==> src/pmc_params.svh <==
`ifndef PMC_PARAMS_SVH
`define PMC_PARAMS_SVH

// Management register indices
`define PMC_REG_MODE_CTRL_STAT 5'h11
`define PMC_REG_SPECIAL_MODES  5'h12

// Field positions
`define PMC_EDPD_BIT     13
`define PMC_ENERGY_BIT   1
`define PMC_MODE_MSB     7
`define PMC_MODE_LSB     5
`define PMC_ADDR_MSB     4
`define PMC_ADDR_LSB     0

// Reset values
`define PMC_EDPD_RST     1'h0
`define PMC_ENERGY_RST   1'h1
`define PMC_MODE_RST     3'h7
`define PMC_ADDR_RST     5'h00
`define PMC_ZERO16       16'h0000

// Mode codes
`define PMC_MODE_10HD    3'h0
`define PMC_MODE_10FD    3'h1
`define PMC_MODE_100HD   3'h2
`define PMC_MODE_100FD   3'h3
`define PMC_MODE_AN100HD 3'h4
`define PMC_MODE_REPEAT  3'h5
`define PMC_MODE_PWRDN   3'h6
`define PMC_MODE_ALLCAP  3'h7

// Basic-control pattern [13,12,10,8] and advertisement pattern [8,7,6,5]
`define PMC_BC_10HD      4'h0
`define PMC_BC_10FD      4'h1
`define PMC_BC_100HD     4'h8
`define PMC_BC_100FD     4'h9
`define PMC_BC_AN100     4'hc
`define PMC_BC_ALLCAP    4'h4
`define PMC_BC_MASK_ALL  4'hf
`define PMC_BC_MASK_AC   4'h6
`define PMC_ADV_100HD    4'h4
`define PMC_ADV_ALL      4'hf
`define PMC_NIBBLE0      4'h0

// Timing
`define PMC_CLK_HZ            10000000
`define PMC_ENERGY_TIMEOUT_MS 256

`endif

==> src/pmc_pkg.sv <==
`include "pmc_params.svh"

package pmc_pkg;
  typedef enum logic [2:0] {
    PMC_M_10HD    = `PMC_MODE_10HD,
    PMC_M_10FD    = `PMC_MODE_10FD,
    PMC_M_100HD   = `PMC_MODE_100HD,
    PMC_M_100FD   = `PMC_MODE_100FD,
    PMC_M_AN100HD = `PMC_MODE_AN100HD,
    PMC_M_REPEAT  = `PMC_MODE_REPEAT,
    PMC_M_PWRDN   = `PMC_MODE_PWRDN,
    PMC_M_ALLCAP  = `PMC_MODE_ALLCAP
  } pmc_mode_e;
  typedef logic [15:0] pmc_word_t;
endpackage

==> src/pmc_mode_cfg_regs.sv <==
`timescale 1ns/1ps
`include "pmc_params.svh"
// Overview of operation
// - Bit 13 enables energy-detect power-down, resets 0
// - Energy bit clears after 256 ms silence
// - Energy bit set by hard reset, kept by soft
// - Loader rewrites special modes after reset, on reload
// - Bits 7:5 hold read/write operating mode
// - Bits 4:0 address; answer only matching transactions
// - Address also seeds transmit scrambler key
// - Port PHY reset restores soft-reset-immune bits
// - Basic-control soft reset keeps immune bits
// - Autoneg strap high gives mode 111
// - Otherwise mode is 0, speed, duplex straps
// - Straps latched when chip reset deasserts
// - Address default comes from address strap
// - Mode 000: 10 half, pattern 0000
// - Mode 001: 10 full, pattern 0001
// - Mode 010: 100 half, 1000, CRS tx+rx
// - Mode 011: 100 full, 1001, CRS rx
// - Mode 100: autoneg 100 half, 1100/0100
// - Mode 101: repeater, advertise 100 half, CRS rx
// - Mode 111: autoneg all abilities, adv 1111
module pmc_mode_cfg_regs
  import pmc_pkg::*;
#(
  parameter int unsigned ENERGY_TIMEOUT_CYC =
    (`PMC_CLK_HZ / 1000) * `PMC_ENERGY_TIMEOUT_MS,
  parameter int unsigned CNT_W = $clog2(ENERGY_TIMEOUT_CYC + 1)
) (
  input  wire logic        sys_clk,
  input  wire logic        srst,
  input  wire logic        autoneg_strap,
  input  wire logic        speed_strap,
  input  wire logic        duplex_strap,
  input  wire logic [4:0]  phy_addr_strap,
  input  wire logic        port_phy_rst,
  input  wire logic        phy_soft_rst,
  input  wire logic        line_energy_in,
  input  wire logic        reload_cmd,
  input  wire logic        loader_wr,
  input  wire logic [15:0] loader_wdata,
  input  wire logic        mgmt_req,
  input  wire logic        mgmt_we,
  input  wire logic [4:0]  mgmt_phy_addr,
  input  wire logic [4:0]  mgmt_reg_addr,
  input  wire logic [15:0] mgmt_wdata,
  output logic             mgmt_ack,
  output logic [15:0]      mgmt_rdata,
  output logic             loader_req,
  output logic             energy_detect_powerdown_en,
  output logic             line_energy_present,
  output logic [2:0]       phy_mode,
  output logic [4:0]       phy_bus_address,
  output logic [4:0]       scrambler_seed,
  output logic [3:0]       bc_force_bits,
  output logic [3:0]       bc_force_mask,
  output logic [3:0]       autoneg_advertisement,
  output logic             adv_valid,
  output logic             crs_on_tx,
  output logic             repeater_mode,
  output logic             power_down_mode
);

  // Elaboration check on the silence timer sizing
  if (ENERGY_TIMEOUT_CYC < 2 || CNT_W < 1 || CNT_W > 32 ||
      ENERGY_TIMEOUT_CYC >= (64'h1 << CNT_W)) begin : g_bad_tmo
    $error("pmc_mode_cfg_regs: bad timeout parameters");
  end

  localparam logic [CNT_W-1:0] TMO_LAST = CNT_W'(ENERGY_TIMEOUT_CYC - 1);

  // Strap default mode from latched straps
  function automatic logic [2:0] strap_mode(input logic an, input logic spd,
                                            input logic dpx);
    strap_mode = an ? `PMC_MODE_ALLCAP : {1'b0, spd, dpx};
  endfunction

  logic             rel_q;
  logic             an_strap_q;
  logic             spd_strap_q;
  logic             dpx_strap_q;
  logic [4:0]       addr_strap_q;
  logic             edpd_q;
  logic             energy_q;
  logic [CNT_W-1:0] idle_cnt_q;
  logic [2:0]       mode_q;
  logic [4:0]       addr_q;
  logic             mgmt_ack_q;
  logic [15:0]      mgmt_rdata_q;
  logic             loader_req_q;
  logic [3:0]       bc_bits_q;
  logic [3:0]       bc_mask_q;
  logic [3:0]       adv_q;
  logic             adv_valid_q;
  logic             crs_tx_q;
  logic             rep_q;
  logic             pwrdn_q;
  logic             hit;
  logic             wr_mcs;
  logic             wr_spm;

  // Transaction decode; only our address and our two registers
  assign hit = mgmt_req && (mgmt_phy_addr == addr_q) &&
               (mgmt_reg_addr == `PMC_REG_MODE_CTRL_STAT ||
                mgmt_reg_addr == `PMC_REG_SPECIAL_MODES);
  assign wr_mcs = hit && mgmt_we && (mgmt_reg_addr == `PMC_REG_MODE_CTRL_STAT);
  assign wr_spm = hit && mgmt_we && (mgmt_reg_addr == `PMC_REG_SPECIAL_MODES);

  // First cycle after reset release
  always_ff @(posedge sys_clk) begin
    if (srst) begin
      rel_q <= 1'b1;
    end else begin
      rel_q <= 1'b0;
    end
  end

  // Strap capture at reset release
  always_ff @(posedge sys_clk) begin
    if (srst) begin
      an_strap_q   <= 1'b0;
      spd_strap_q  <= 1'b0;
      dpx_strap_q  <= 1'b0;
      addr_strap_q <= `PMC_ADDR_RST;
    end else if (rel_q) begin
      an_strap_q   <= autoneg_strap;
      spd_strap_q  <= speed_strap;
      dpx_strap_q  <= duplex_strap;
      addr_strap_q <= phy_addr_strap;
    end
  end

  // Energy-detect power-down enable
  always_ff @(posedge sys_clk) begin
    if (srst || port_phy_rst || phy_soft_rst) begin
      edpd_q <= `PMC_EDPD_RST;
    end else if (wr_mcs) begin
      edpd_q <= mgmt_wdata[`PMC_EDPD_BIT];
    end
  end

  // Line energy status and silence timer; soft reset leaves it alone
  always_ff @(posedge sys_clk) begin
    if (srst || port_phy_rst) begin
      energy_q   <= `PMC_ENERGY_RST;
      idle_cnt_q <= '0;
    end else if (line_energy_in) begin
      energy_q   <= 1'b1;
      idle_cnt_q <= '0;
    end else if (idle_cnt_q == TMO_LAST) begin
      energy_q   <= 1'b0;
    end else begin
      idle_cnt_q <= idle_cnt_q + 1'b1;
    end
  end

  // Special modes: strap defaults, port reset, loader, management write
  always_ff @(posedge sys_clk) begin
    if (srst) begin
      mode_q <= `PMC_MODE_RST;
      addr_q <= `PMC_ADDR_RST;
    end else if (rel_q) begin
      mode_q <= strap_mode(autoneg_strap, speed_strap, duplex_strap);
      addr_q <= phy_addr_strap;
    end else if (port_phy_rst) begin
      mode_q <= strap_mode(an_strap_q, spd_strap_q, dpx_strap_q);
      addr_q <= addr_strap_q;
    end else if (loader_wr) begin
      mode_q <= loader_wdata[`PMC_MODE_MSB:`PMC_MODE_LSB];
      addr_q <= loader_wdata[`PMC_ADDR_MSB:`PMC_ADDR_LSB];
    end else if (wr_spm) begin
      mode_q <= mgmt_wdata[`PMC_MODE_MSB:`PMC_MODE_LSB];
      addr_q <= mgmt_wdata[`PMC_ADDR_MSB:`PMC_ADDR_LSB];
    end
  end

  // Loader request after release and on reload
  always_ff @(posedge sys_clk) begin
    if (srst) begin
      loader_req_q <= 1'b0;
    end else begin
      loader_req_q <= rel_q || reload_cmd;
    end
  end

  // Management answer; reserved bits read zero
  always_ff @(posedge sys_clk) begin
    if (srst) begin
      mgmt_ack_q   <= 1'b0;
      mgmt_rdata_q <= `PMC_ZERO16;
    end else begin
      mgmt_ack_q   <= hit;
      mgmt_rdata_q <= `PMC_ZERO16;
      if (hit && mgmt_reg_addr == `PMC_REG_MODE_CTRL_STAT) begin
        mgmt_rdata_q[`PMC_EDPD_BIT]   <= edpd_q;
        mgmt_rdata_q[`PMC_ENERGY_BIT] <= energy_q;
      end else if (hit) begin
        mgmt_rdata_q[`PMC_MODE_MSB:`PMC_MODE_LSB] <= mode_q;
        mgmt_rdata_q[`PMC_ADDR_MSB:`PMC_ADDR_LSB] <= addr_q;
      end
    end
  end

  // Mode decode onto control and advertisement patterns
  always_ff @(posedge sys_clk) begin
    if (srst) begin
      bc_bits_q   <= `PMC_BC_ALLCAP;
      bc_mask_q   <= `PMC_BC_MASK_AC;
      adv_q       <= `PMC_ADV_ALL;
      adv_valid_q <= 1'b1;
      crs_tx_q    <= 1'b1;
      rep_q       <= 1'b0;
      pwrdn_q     <= 1'b0;
    end else begin
      bc_bits_q   <= `PMC_NIBBLE0;
      bc_mask_q   <= `PMC_BC_MASK_ALL;
      adv_q       <= `PMC_NIBBLE0;
      adv_valid_q <= 1'b0;
      crs_tx_q    <= 1'b0;
      rep_q       <= 1'b0;
      pwrdn_q     <= 1'b0;
      case (mode_q)
        PMC_M_10HD: begin
          bc_bits_q <= `PMC_BC_10HD;
          crs_tx_q  <= 1'b1;
        end
        PMC_M_10FD: begin
          bc_bits_q <= `PMC_BC_10FD;
        end
        PMC_M_100HD: begin
          bc_bits_q <= `PMC_BC_100HD;
          crs_tx_q  <= 1'b1;
        end
        PMC_M_100FD: begin
          bc_bits_q <= `PMC_BC_100FD;
        end
        PMC_M_AN100HD: begin
          bc_bits_q   <= `PMC_BC_AN100;
          adv_q       <= `PMC_ADV_100HD;
          adv_valid_q <= 1'b1;
          crs_tx_q    <= 1'b1;
        end
        PMC_M_REPEAT: begin
          bc_bits_q   <= `PMC_BC_AN100;
          adv_q       <= `PMC_ADV_100HD;
          adv_valid_q <= 1'b1;
          rep_q       <= 1'b1;
        end
        PMC_M_PWRDN: begin
          bc_mask_q <= `PMC_NIBBLE0;
          pwrdn_q   <= 1'b1;
        end
        default: begin
          bc_bits_q   <= `PMC_BC_ALLCAP;
          bc_mask_q   <= `PMC_BC_MASK_AC;
          adv_q       <= `PMC_ADV_ALL;
          adv_valid_q <= 1'b1;
          crs_tx_q    <= 1'b1;
        end
      endcase
    end
  end

  // Scrambler seed registered again from the address; other registered state straight to the ports
  always_ff @(posedge sys_clk) begin
    if (srst) begin
      scrambler_seed <= `PMC_ADDR_RST;
    end else begin
      scrambler_seed <= addr_q;
    end
  end

  assign mgmt_ack                   = mgmt_ack_q;
  assign mgmt_rdata                 = mgmt_rdata_q;
  assign loader_req                 = loader_req_q;
  assign energy_detect_powerdown_en = edpd_q;
  assign line_energy_present        = energy_q;
  assign phy_mode                   = mode_q;
  assign phy_bus_address            = addr_q;
  assign bc_force_bits              = bc_bits_q;
  assign bc_force_mask              = bc_mask_q;
  assign autoneg_advertisement      = adv_q;
  assign adv_valid                  = adv_valid_q;
  assign crs_on_tx                  = crs_tx_q;
  assign repeater_mode              = rep_q;
  assign power_down_mode            = pwrdn_q;
endmodule

==> config.mk <==
export PLATFORM = sky130hd
export DESIGN_NAME = pmc_mode_cfg_regs
export DESIGN_NICKNAME = d
export VERILOG_FILES = /design/src/pmc_pkg.sv /design/src/pmc_mode_cfg_regs.sv
export VERILOG_INCLUDE_DIRS = /design/src
export SDC_FILE = /design/constraint.sdc
export NUM_CORES = 1
export LEC_CHECK = 0
export ABC_AREA = 0
export BUFFER_PORTS_ARGS = -buffer_cell sky130_fd_sc_hd__buf_2
export CAP_MARGIN = 5
export CELL_PAD_IN_SITES_DETAIL_PLACEMENT = 1
export CELL_PAD_IN_SITES_GLOBAL_PLACEMENT = 1
export CORE_MARGIN = 2
export CORE_UTILIZATION = 39
export CTS_CLUSTER_DIAMETER = 100
export CTS_CLUSTER_SIZE = 12
export DETAILED_ROUTE_END_ITERATION = 10
export GPL_TIMING_DRIVEN = 0
export PLACE_DENSITY = 0.83
export SLEW_MARGIN = 20
export SYNTH_ARGS = -nofsm -noshare
export SYNTH_HDL_FRONTEND = slang
export SYNTH_SLANG_ARGS = --single-unit
export TNS_END_PERCENT = 100
==> constraint.sdc <==
create_clock -name sys_clk -period 3.8 [get_ports sys_clk]
set_input_delay 0.19 -clock sys_clk [delete_from_list [all_inputs] [get_ports sys_clk]]
set_output_delay 0.19 -clock sys_clk [all_outputs]
set_load 0.01 [all_outputs]
==> flow_metrics.tcl, run 1 <==
set metrics [dict create \
    synth_area_leaders "dfxtp_1, a21oi_1, xnor2_1, nor2_1, mux2_2" \
    max_freq_ghz 0.488 \
    place_congestion 0.774 \
    synth.avg_cell_area_um2 9.23 \
    rows 31 \
    dp_slack_ns 1.78 \
    drt_iter0_drc 47 \
    start_kind "register" \
    coreArea_um2 7330 \
    regArea_um2 1360 \
    viasPerCell 4.87 \
    final_common_cell "buf_2" \
    wl_met3_um 290 \
    worstHoldPathType "in2reg" \
    power_uw 1500 \
    required_ns 4.03 \
    nFillCells 900 \
    die_x_um 91.5 \
    slew_headroom_pct 63.6 \
    layout.cells.non_filler 529 \
    hold_viol_final 0 \
    p_leak_uw 0.00164 \
    dp_cells 513 \
    criticalPathCategory "reg2reg" \
    vias 2575 \
    yosysSeqAreaShare_pct 45.5 \
    route.antenna.remaining_nets 0 \
    io_buffers 83 \
    finalCritPeriodShare_pct 53.9 \
    outcome "completed" \
    yosys.area.top_type "dfxtp_1" \
    grt_max_degree 12 \
    area_delta_synth_final_pct 25.6 \
    synth_edf_count 0 \
    yosysUniqueCellTypes 52 \
    ios 108 \
    wl_met1_um 3380 \
    chipHeight_um 91.5 \
    p_per_area_nw_per_um2 400 \
    ys.flop_type "dfxtp_1" \
    worst_pin_slew_ns 0.546 \
    drive_gt1_share_pct 33.3 \
    async_reset_ff_share_pct 0 \
    wire_per_inst_um 14.4 \
    root_buffer "clkbuf_8" \
    dieArea_um2 8380 \
    hpwl_um 5750 \
    grt_pass1_vias 2658 \
    ir_worst_vdd_mv 0.180 \
    cts_tree "yes" \
    drv_slew 0 \
    netlist_area_um2 2990 \
    maxUsedRoutingLayer "met4" \
    cts_max_level 3 \
    routed_wirelength_um 7630 \
    clk_pin_slew_worst_paths_ns 0.07 \
    antenna_found_initial 0 \
    worstSkewPairLatency_ns 0.34 \
    multi_input_area_um2 1450 \
    grt_pass1_wl_um 13000 \
    diodes 0 \
    layout_common_cells "buf_2, dfxtp_1, nor2_1" \
    period_needed_ns 2.05 \
    grt_overflow 0 \
    rsz0062_at_grt "false" \
    synth_seq_cells 68 \
    clockBufferDepth 2 \
    cp_max_fo 8 \
    finalSetupTns_ns 0 \
    syn_inst 324 \
    routed-wl-met2_um 3830 \
    track_usage_pct 19.4 \
    cp.arrival_ns 2.28 \
    cts_made_buffers 9 \
    cts.sinks 68 \
    setup_slack_ns 1.75 \
    fin_nets 486 \
    synth_top_area_share_pct 45.5 \
    setup_viol 0 \
    initial_core_util_pct 40.8 \
    yosysWarnings 0 \
    clock_skew_ns 0.00806 \
    cap_violations 0 \
    cts_setup_buffers 0 \
    drc 0 \
    critPathCaptureType "register" \
    drt_pass1_iterations 4 \
]
[kinds of logic after synthesis]
family	share of synthesized area, %
AO/OA/AOI/OAI	10.2
XOR/XNOR	6.74
adder cells (fa/ha/maj)	0.419
buffers and inverters	6.74
flip-flops	45.5
multiplexers	5.82
other	0.125
AND/OR/NAND/NOR	24.4
[state kept, by name, summed over array words and instances (netlist names)]
name	flops
energy_detect_powerdown_en	1
bc_force_mask	2
rel_q	1
scrambler_seed	5
power_down_mode	1
adv_valid	1
loader_req	1
addr_strap_q	5
an_strap_q	1
crs_on_tx	1
line_energy_present	1
phy_mode	3
bc_force_bits	3
mgmt_rdata	9
spd_strap_q	1
idle_cnt_q	22
autoneg_advertisement	2
dpx_strap_q	1
repeater_mode	1
phy_bus_address	5
mgmt_ack	1
[synthesized netlist by cell type, types with 6 or more instances]
| cell | n |
|---|---|
| nand2_1 | 27 |
| xnor2_1 | 16 |
| nor2b_1 | 7 |
| a21oi_1 | 30 |
| buf_4 | 12 |
| dfxtp_1 | 68 |
| xor2_1 | 7 |
| and2_1 | 10 |
| inv_1 | 10 |
| mux2_2 | 10 |
| o21ai_0 | 8 |
| and3_1 | 6 |
| nand3_1 | 9 |
| nor2_1 | 32 |
| clkbuf_1 | 7 |
[through the flow]
step / hold WS (ns) / cell area, um^2 / utilization, %
2_1_floorplan: 0.218 / 3020 / -
3_3_place_gp: 0.307 / 3550 / 48.5
3_5_place_dp: 0.307 / 3550 / 48.5
4_1_cts: 0.0443 / 3750 / 51.2
5_1_grt: 0.0852 / 3750 / 51.2
6_report: 0.0579 / 3750 / 51.2
[where the power goes]
part | leakage (uW) | internal [uW] | switching, uW | total (uW)
combinational | 0.000987 | 79.8 | 85.1 | 165
sequential | 0.000555 | 738 | 17.3 | 755
clock | 0.0000979 | 314 | 268 | 582
total | 0.00164 | 1130 | 371 | 1500
[layout make-up]
type                    count  area share, %
multi-input cells         227           38.7
flip-flops and latches     68           36.3
repair buffers             84           11.3
plain buffers              26           4.37
clock buffers              10           3.67
well taps                  99           3.30
clock inverters             5           1.40
inverters                  10           1.00
[layer usage]
layer / vias up / GRT usage, %
li1: 1283 / -
met2: 63 / 33.6
met3: 11 / 2.99
met1: 1218 / 23.9
met5: - / 0
met4: 0 / 7.58
[critical path, cell delays in order, from the launching register on]
cell     delay, ns
dfxtp_1       0.36
xor2_1        0.18
nor4_1        0.49
and3_2        0.36
a31oi_4       0.19
mux2_1        0.35
[worst paths after layout]
path / start / end / slack, ns / depth (start not counted)
setup reg to reg: phy_bus_address[1] / phy_bus_address[4] / 1.75 / 5
hold reg to reg: energy_detect_powerdown_en / mgmt_rdata[13] / 0.46 / 2
hold / removal: reload_cmd / loader_req / 0.06 / 3
setup / recovery: phy_bus_address[1] / phy_bus_address[4] / 1.75 / 5
[repair_timing]
| item | in CTS | in global routing |
|---|---|---|
| hold endpoints to repair | 1 | 0 |
| gates resized for setup | 0 | 0 |
| hold buffers | 1 | 0 |
Power figures use the tool's default switching activity.
==> run 2: changes to the inputs <==
- CORE_UTILIZATION: 39 -> 36
- PLACE_DENSITY: 0.83 -> 0.77
- clock period: 3.8 -> 1.9 ns (I/O delays scaled with it)
==> run 2 against run 1 <==
Core utilization shrank 3.2 points. Global-route usage shrank 0.54 points. Maximum frequency grew 16%. Via count grew 1.2%. Clock-buffer cell count shrank 1.
==> flow_metrics.tcl, run 2 (synthesized netlist as in run 1, its figures left out) <==
set metrics [dict create \
    worstSkewPairLatency_ns 0.35 \
    period_needed_ns 1.77 \
    rsz0062_at_grt "false" \
    root_buffer "clkbuf_8" \
    viasPerCell 4.82 \
    p_leak_uw 0.00170 \
    vias 2607 \
    hold_viol_final 0 \
    finalSetupTns_ns 0 \
    track_usage_pct 18.8 \
    setup_slack_ns 0.130 \
    critPathCaptureType "register" \
    dp_slack_ns -0.151 \
    diodes 0 \
    area_delta_synth_final_pct 30.8 \
    routed_wirelength_um 8080 \
    layout_common_cells "buf_2, dfxtp_1, nor2_1" \
    cts_max_level 3 \
    multi_input_area_um2 1480 \
    route.antenna.remaining_nets 0 \
    cts_made_buffers 9 \
    largest_register_ffs 22 \
    cts_tree "yes" \
    p_per_area_nw_per_um2 877 \
    outcome "completed" \
    grtUsageMet3_pct 3.24 \
    cap_violations 0 \
    drive_gt1_share_pct 34.6 \
    top_register "idle_cnt_q" \
    clockBufferDepth 2 \
    start_kind "register" \
    use_met2_pct 32.5 \
    grt_overflow 0 \
    power_uw 3430 \
    cp_max_fo 6 \
    io_buffers 83 \
    required_ns 2.13 \
    criticalPathCategory "reg2reg" \
    drc 0 \
    place_congestion 0.764 \
    worstHoldPathType "in2reg" \
    fin_nets 491 \
    nFillCells 962 \
    ios 108 \
    grt_pass1_wl_um 13200 \
    chipHeight_um 95.1 \
    dieArea_um2 9050 \
    antenna_found_initial 0 \
    setup_viol 0 \
    regArea_um2 1360 \
    busiest_layer "met2" \
    ir_worst_vdd_mv 0.311 \
    initial_core_util_pct 36.7 \
    utilization_pct 48.1 \
    finalCritPeriodShare_pct 93.1 \
    wire_per_inst_um 14.9 \
    hpwl_um 5870 \
    rows 33 \
    drv_slew 0 \
    drt_iter0_drc 54 \
    max_freq_ghz 0.565 \
    coreArea_um2 8130 \
    final_common_cell "buf_2" \
    grt_pass1_vias 2683 \
    cp.arrival_ns 2.00 \
    cts.sinks 68 \
    die_x_um 95.1 \
    globalRouteMet1Util_pct 23.1 \
    whs_ns 0.0274 \
    grt_max_degree 13 \
    clk_pin_slew_worst_paths_ns 0.07 \
    clock_skew_ns 0.00639 \
    drt_pass1_iterations 4 \
]
-- run 2: through the flow --
| step | std cells | instance area (um^2) |
|---|---|---|
| detailed placement | 519 | 3560 |
| CTS | 540 | 3890 |
| global route | 541 | 3910 |
| floorplan | 331 | 3020 |
| global placement | 519 | 3560 |
| finish | 541 | 3910 |
-- run 2: timing repair --
action	CTS	global route
hold buffers	5	0
pin swaps	0	4
hold endpoints to repair	5	0
setup buffers	0	1
setup endpoints to repair	19	33
gates resized for setup	4	5
cloned	0	0
-- run 2: cell type report --
cell class              instances  area share [%]
clock buffers                   9            3.17
plain buffers                  26            4.26
clock inverters                 7            3.55
inverters                      10           0.960
repair buffers                 89            12.1
well taps                     105            3.36
flip-flops and latches         68            34.9
multi-input cells             227            37.7
-- run 2: routing by layer --
metal / vias up / routed length [um]
met2: 63 / 4110
met3: 12 / 340
li1: 1297 / -
met1: 1235 / 3470
met4: 0 / 155
met5: - / 0
-- run 2: power breakdown --
group          internal, uW  switching [uW]  leakage, uW
clock network          1000             570     0.000133
logic                   168             175      0.00101
registers              1480            36.7     0.000556
-- run 2: critical path, cell delays in order (launching register included) --
cell     delay (ns)
dfxtp_1        0.36
xor2_1         0.18
nor4_2         0.32
and3_4         0.28
a31oi_4        0.15
mux2_1         0.37
-- run 2: path summary, 6_finish.rpt --
check                                           startpoint                 end  slack [ns]  depth (start not counted)
worst max-delay path                    phy_bus_address[3]  phy_bus_address[4]        0.13                          5
worst min register to register  energy_detect_powerdown_en      mgmt_rdata[13]        0.48                          2
worst max register to register          phy_bus_address[3]  phy_bus_address[4]        0.13                          5
worst min-delay path                           speed_strap         spd_strap_q        0.03                          3
==> run 3: changes to the inputs <==
- HOLD_SLACK_MARGIN: unset -> 0.05
- PLACE_DENSITY: 0.77 -> unset
- PLACE_DENSITY_LB_ADDON: unset -> 0.1
- SETUP_SLACK_MARGIN: unset -> 0.05
==> run 3 against run 2 <==
Hold slack improved by 0.051 ns. Global-route usage is 0.061 points lower. Largest cell class unchanged. First-iteration DRC count increased by 11%.
==> flow_metrics.tcl, run 3 (synthesized netlist as in run 1, its figures left out) <==
set metrics [dict create \
    drv_slew 0 \
    period_needed_ns 1.71 \
    grt_pass1_wl_um 13000 \
    place_area_um2 3560 \
    max_freq_ghz 0.584 \
    antenna_found_initial 0 \
    dp_cells 519 \
    cp.arrival_ns 1.94 \
    vias 2647 \
    layout.cells.non_filler 553 \
    ios 108 \
    route.antenna.remaining_nets 0 \
    regArea_um2 1360 \
    final_common_cell "buf_2" \
    grt_pass1_vias 2656 \
    fin_nets 503 \
    finalSetupTns_ns 0 \
    cap_violations 0 \
    root_buffer "clkbuf_8" \
    clock_skew_ns 0.00605 \
    routed_wirelength_um 7920 \
    outcome "completed" \
    hpwl_um 5510 \
    nFillCells 974 \
    viasPerCell 4.79 \
    place_congestion 0.718 \
    cts_max_level 3 \
    layout_common_cells "buf_2, dfxtp_1, nor2_1" \
    top_register "idle_cnt_q" \
    drive_gt1_share_pct 33.7 \
    hold_viol_final 0 \
    cts.sinks 68 \
    required_ns 2.13 \
    setup_slack_ns 0.188 \
    worstSkewPairLatency_ns 0.34 \
    worstHoldPathType "in2reg" \
    p_leak_uw 0.00174 \
    slowest_delay_ns 0.43 \
    grt_overflow 0 \
    setup_viol 0 \
    start_kind "register" \
    drt_iter0_drc 60 \
    slew_headroom_pct 60.2 \
    largest_register_ffs 22 \
    multi_input_area_um2 1460 \
    clk_pin_slew_worst_paths_ns 0.07 \
    cts_tree "yes" \
    coreArea_um2 8130 \
    area_delta_synth_final_pct 33.8 \
    wire_per_inst_um 14.3 \
    drc 0 \
    criticalPathCategory "reg2reg" \
    worst_pin_slew_ns 0.597 \
    diodes 0 \
    cp.buffers_inverters 3 \
    track_usage_pct 18.8 \
    dp_slack_ns -0.175 \
    critical-path-top-delay-family "buffers and inverters" \
    final_area_um2 4000 \
    rows 33 \
    die_x_um 95.1 \
    p_per_area_nw_per_um2 836 \
    rsz0062_at_grt "false" \
    dieArea_um2 9050 \
    drt_pass1_iterations 4 \
    io_buffers 83 \
    finalCritPeriodShare_pct 90.1 \
    cts_made_buffers 9 \
    clockBufferDepth 2 \
    critPathCaptureType "register" \
    chipHeight_um 95.1 \
    path_cells "ha_2 -> inv_1 -> nor4_4 -> buf_4 -> buf_6 -> a21oi_1 -> xnor2_1 -> nor2_1" \
    initial_core_util_pct 36.7 \
    grt_max_degree 12 \
    cp_max_fo 10 \
    ir_worst_vdd_mv 0.378 \
    crit_slowest_cell "dfxtp_2" \
]
-- run 3: changes by cell type in the layout (fill, tap and decap cells not counted), sizes merged --
cell / previous run / this run
clkinv: 3 / 1
buf: 101 / 104
dlygate4sd3: 5 / 15
clkbuf: 18 / 20
bufinv: 4 / 3
-- run 3: layout make-up --
type / instances / share of cell area (%)
Clock inverter: 4 / 2.38
Timing Repair Buffer: 101 / 14.7
Multi-Input combinational cell: 227 / 36.6
Inverter: 10 / 0.939
Clock buffer: 12 / 3.88
Sequential cell: 68 / 34.1
Buffer: 26 / 4.10
Tap cell: 105 / 3.29
-- run 3: final timing paths --
kind                            slack [ns]                    endpoint  cells after the start                  startpoint
worst max-delay path                  0.19               idle_cnt_q[6]                      8               idle_cnt_q[0]
worst min-delay path                  0.08  energy_detect_powerdown_en                      3                     mgmt_we
worst max register to register        0.19               idle_cnt_q[6]                      8               idle_cnt_q[0]
worst min register to register        0.46              mgmt_rdata[13]                      2  energy_detect_powerdown_en
-- run 3: metrics by stage --
step | util [%] | hold WS, ns | power, uW
after global placement | 43.8 | 0.223 | 1860
after detailed placement | 43.8 | 0.224 | 1870
after CTS | 49.0 | 0.0648 | 3380
after floorplan | - | 0.123 | 1730
final | 49.2 | 0.0787 | 3340
after global routing | 49.2 | 0.0932 | 3490
-- run 3: metal layers --
layer  vias up  GRT usage, %  routed length, um
li1       1314             -                  -
met1      1251          23.9               3550
met2        72          30.1               3800
met3        10          4.66                444
met4         0          8.21                128
met5         -             0                  0
-- run 3: worst min-delay path: stages --
cell and delay [ns]:
buf_2 0.12, nand3_1 0.08, mux2i_1 0.07
-- run 3: repair_timing --
action                                  4_1_cts  5_1_grt
resized for setup                             2        3
pin swaps                                     2        0
hold buffers                                 15        0
endpoints found under the setup margin       23       18
buffers inserted                              3        0
endpoints found under the hold margin        13        0
-- run 3: report_power, final --
group / switching [uW] / total (uW) / internal, uW
Sequential: 35.1 / 1510 / 1480
Combinational: 171 / 350 / 179
Clock: 540 / 1480 / 943
Total: 746 / 3340 / 2600
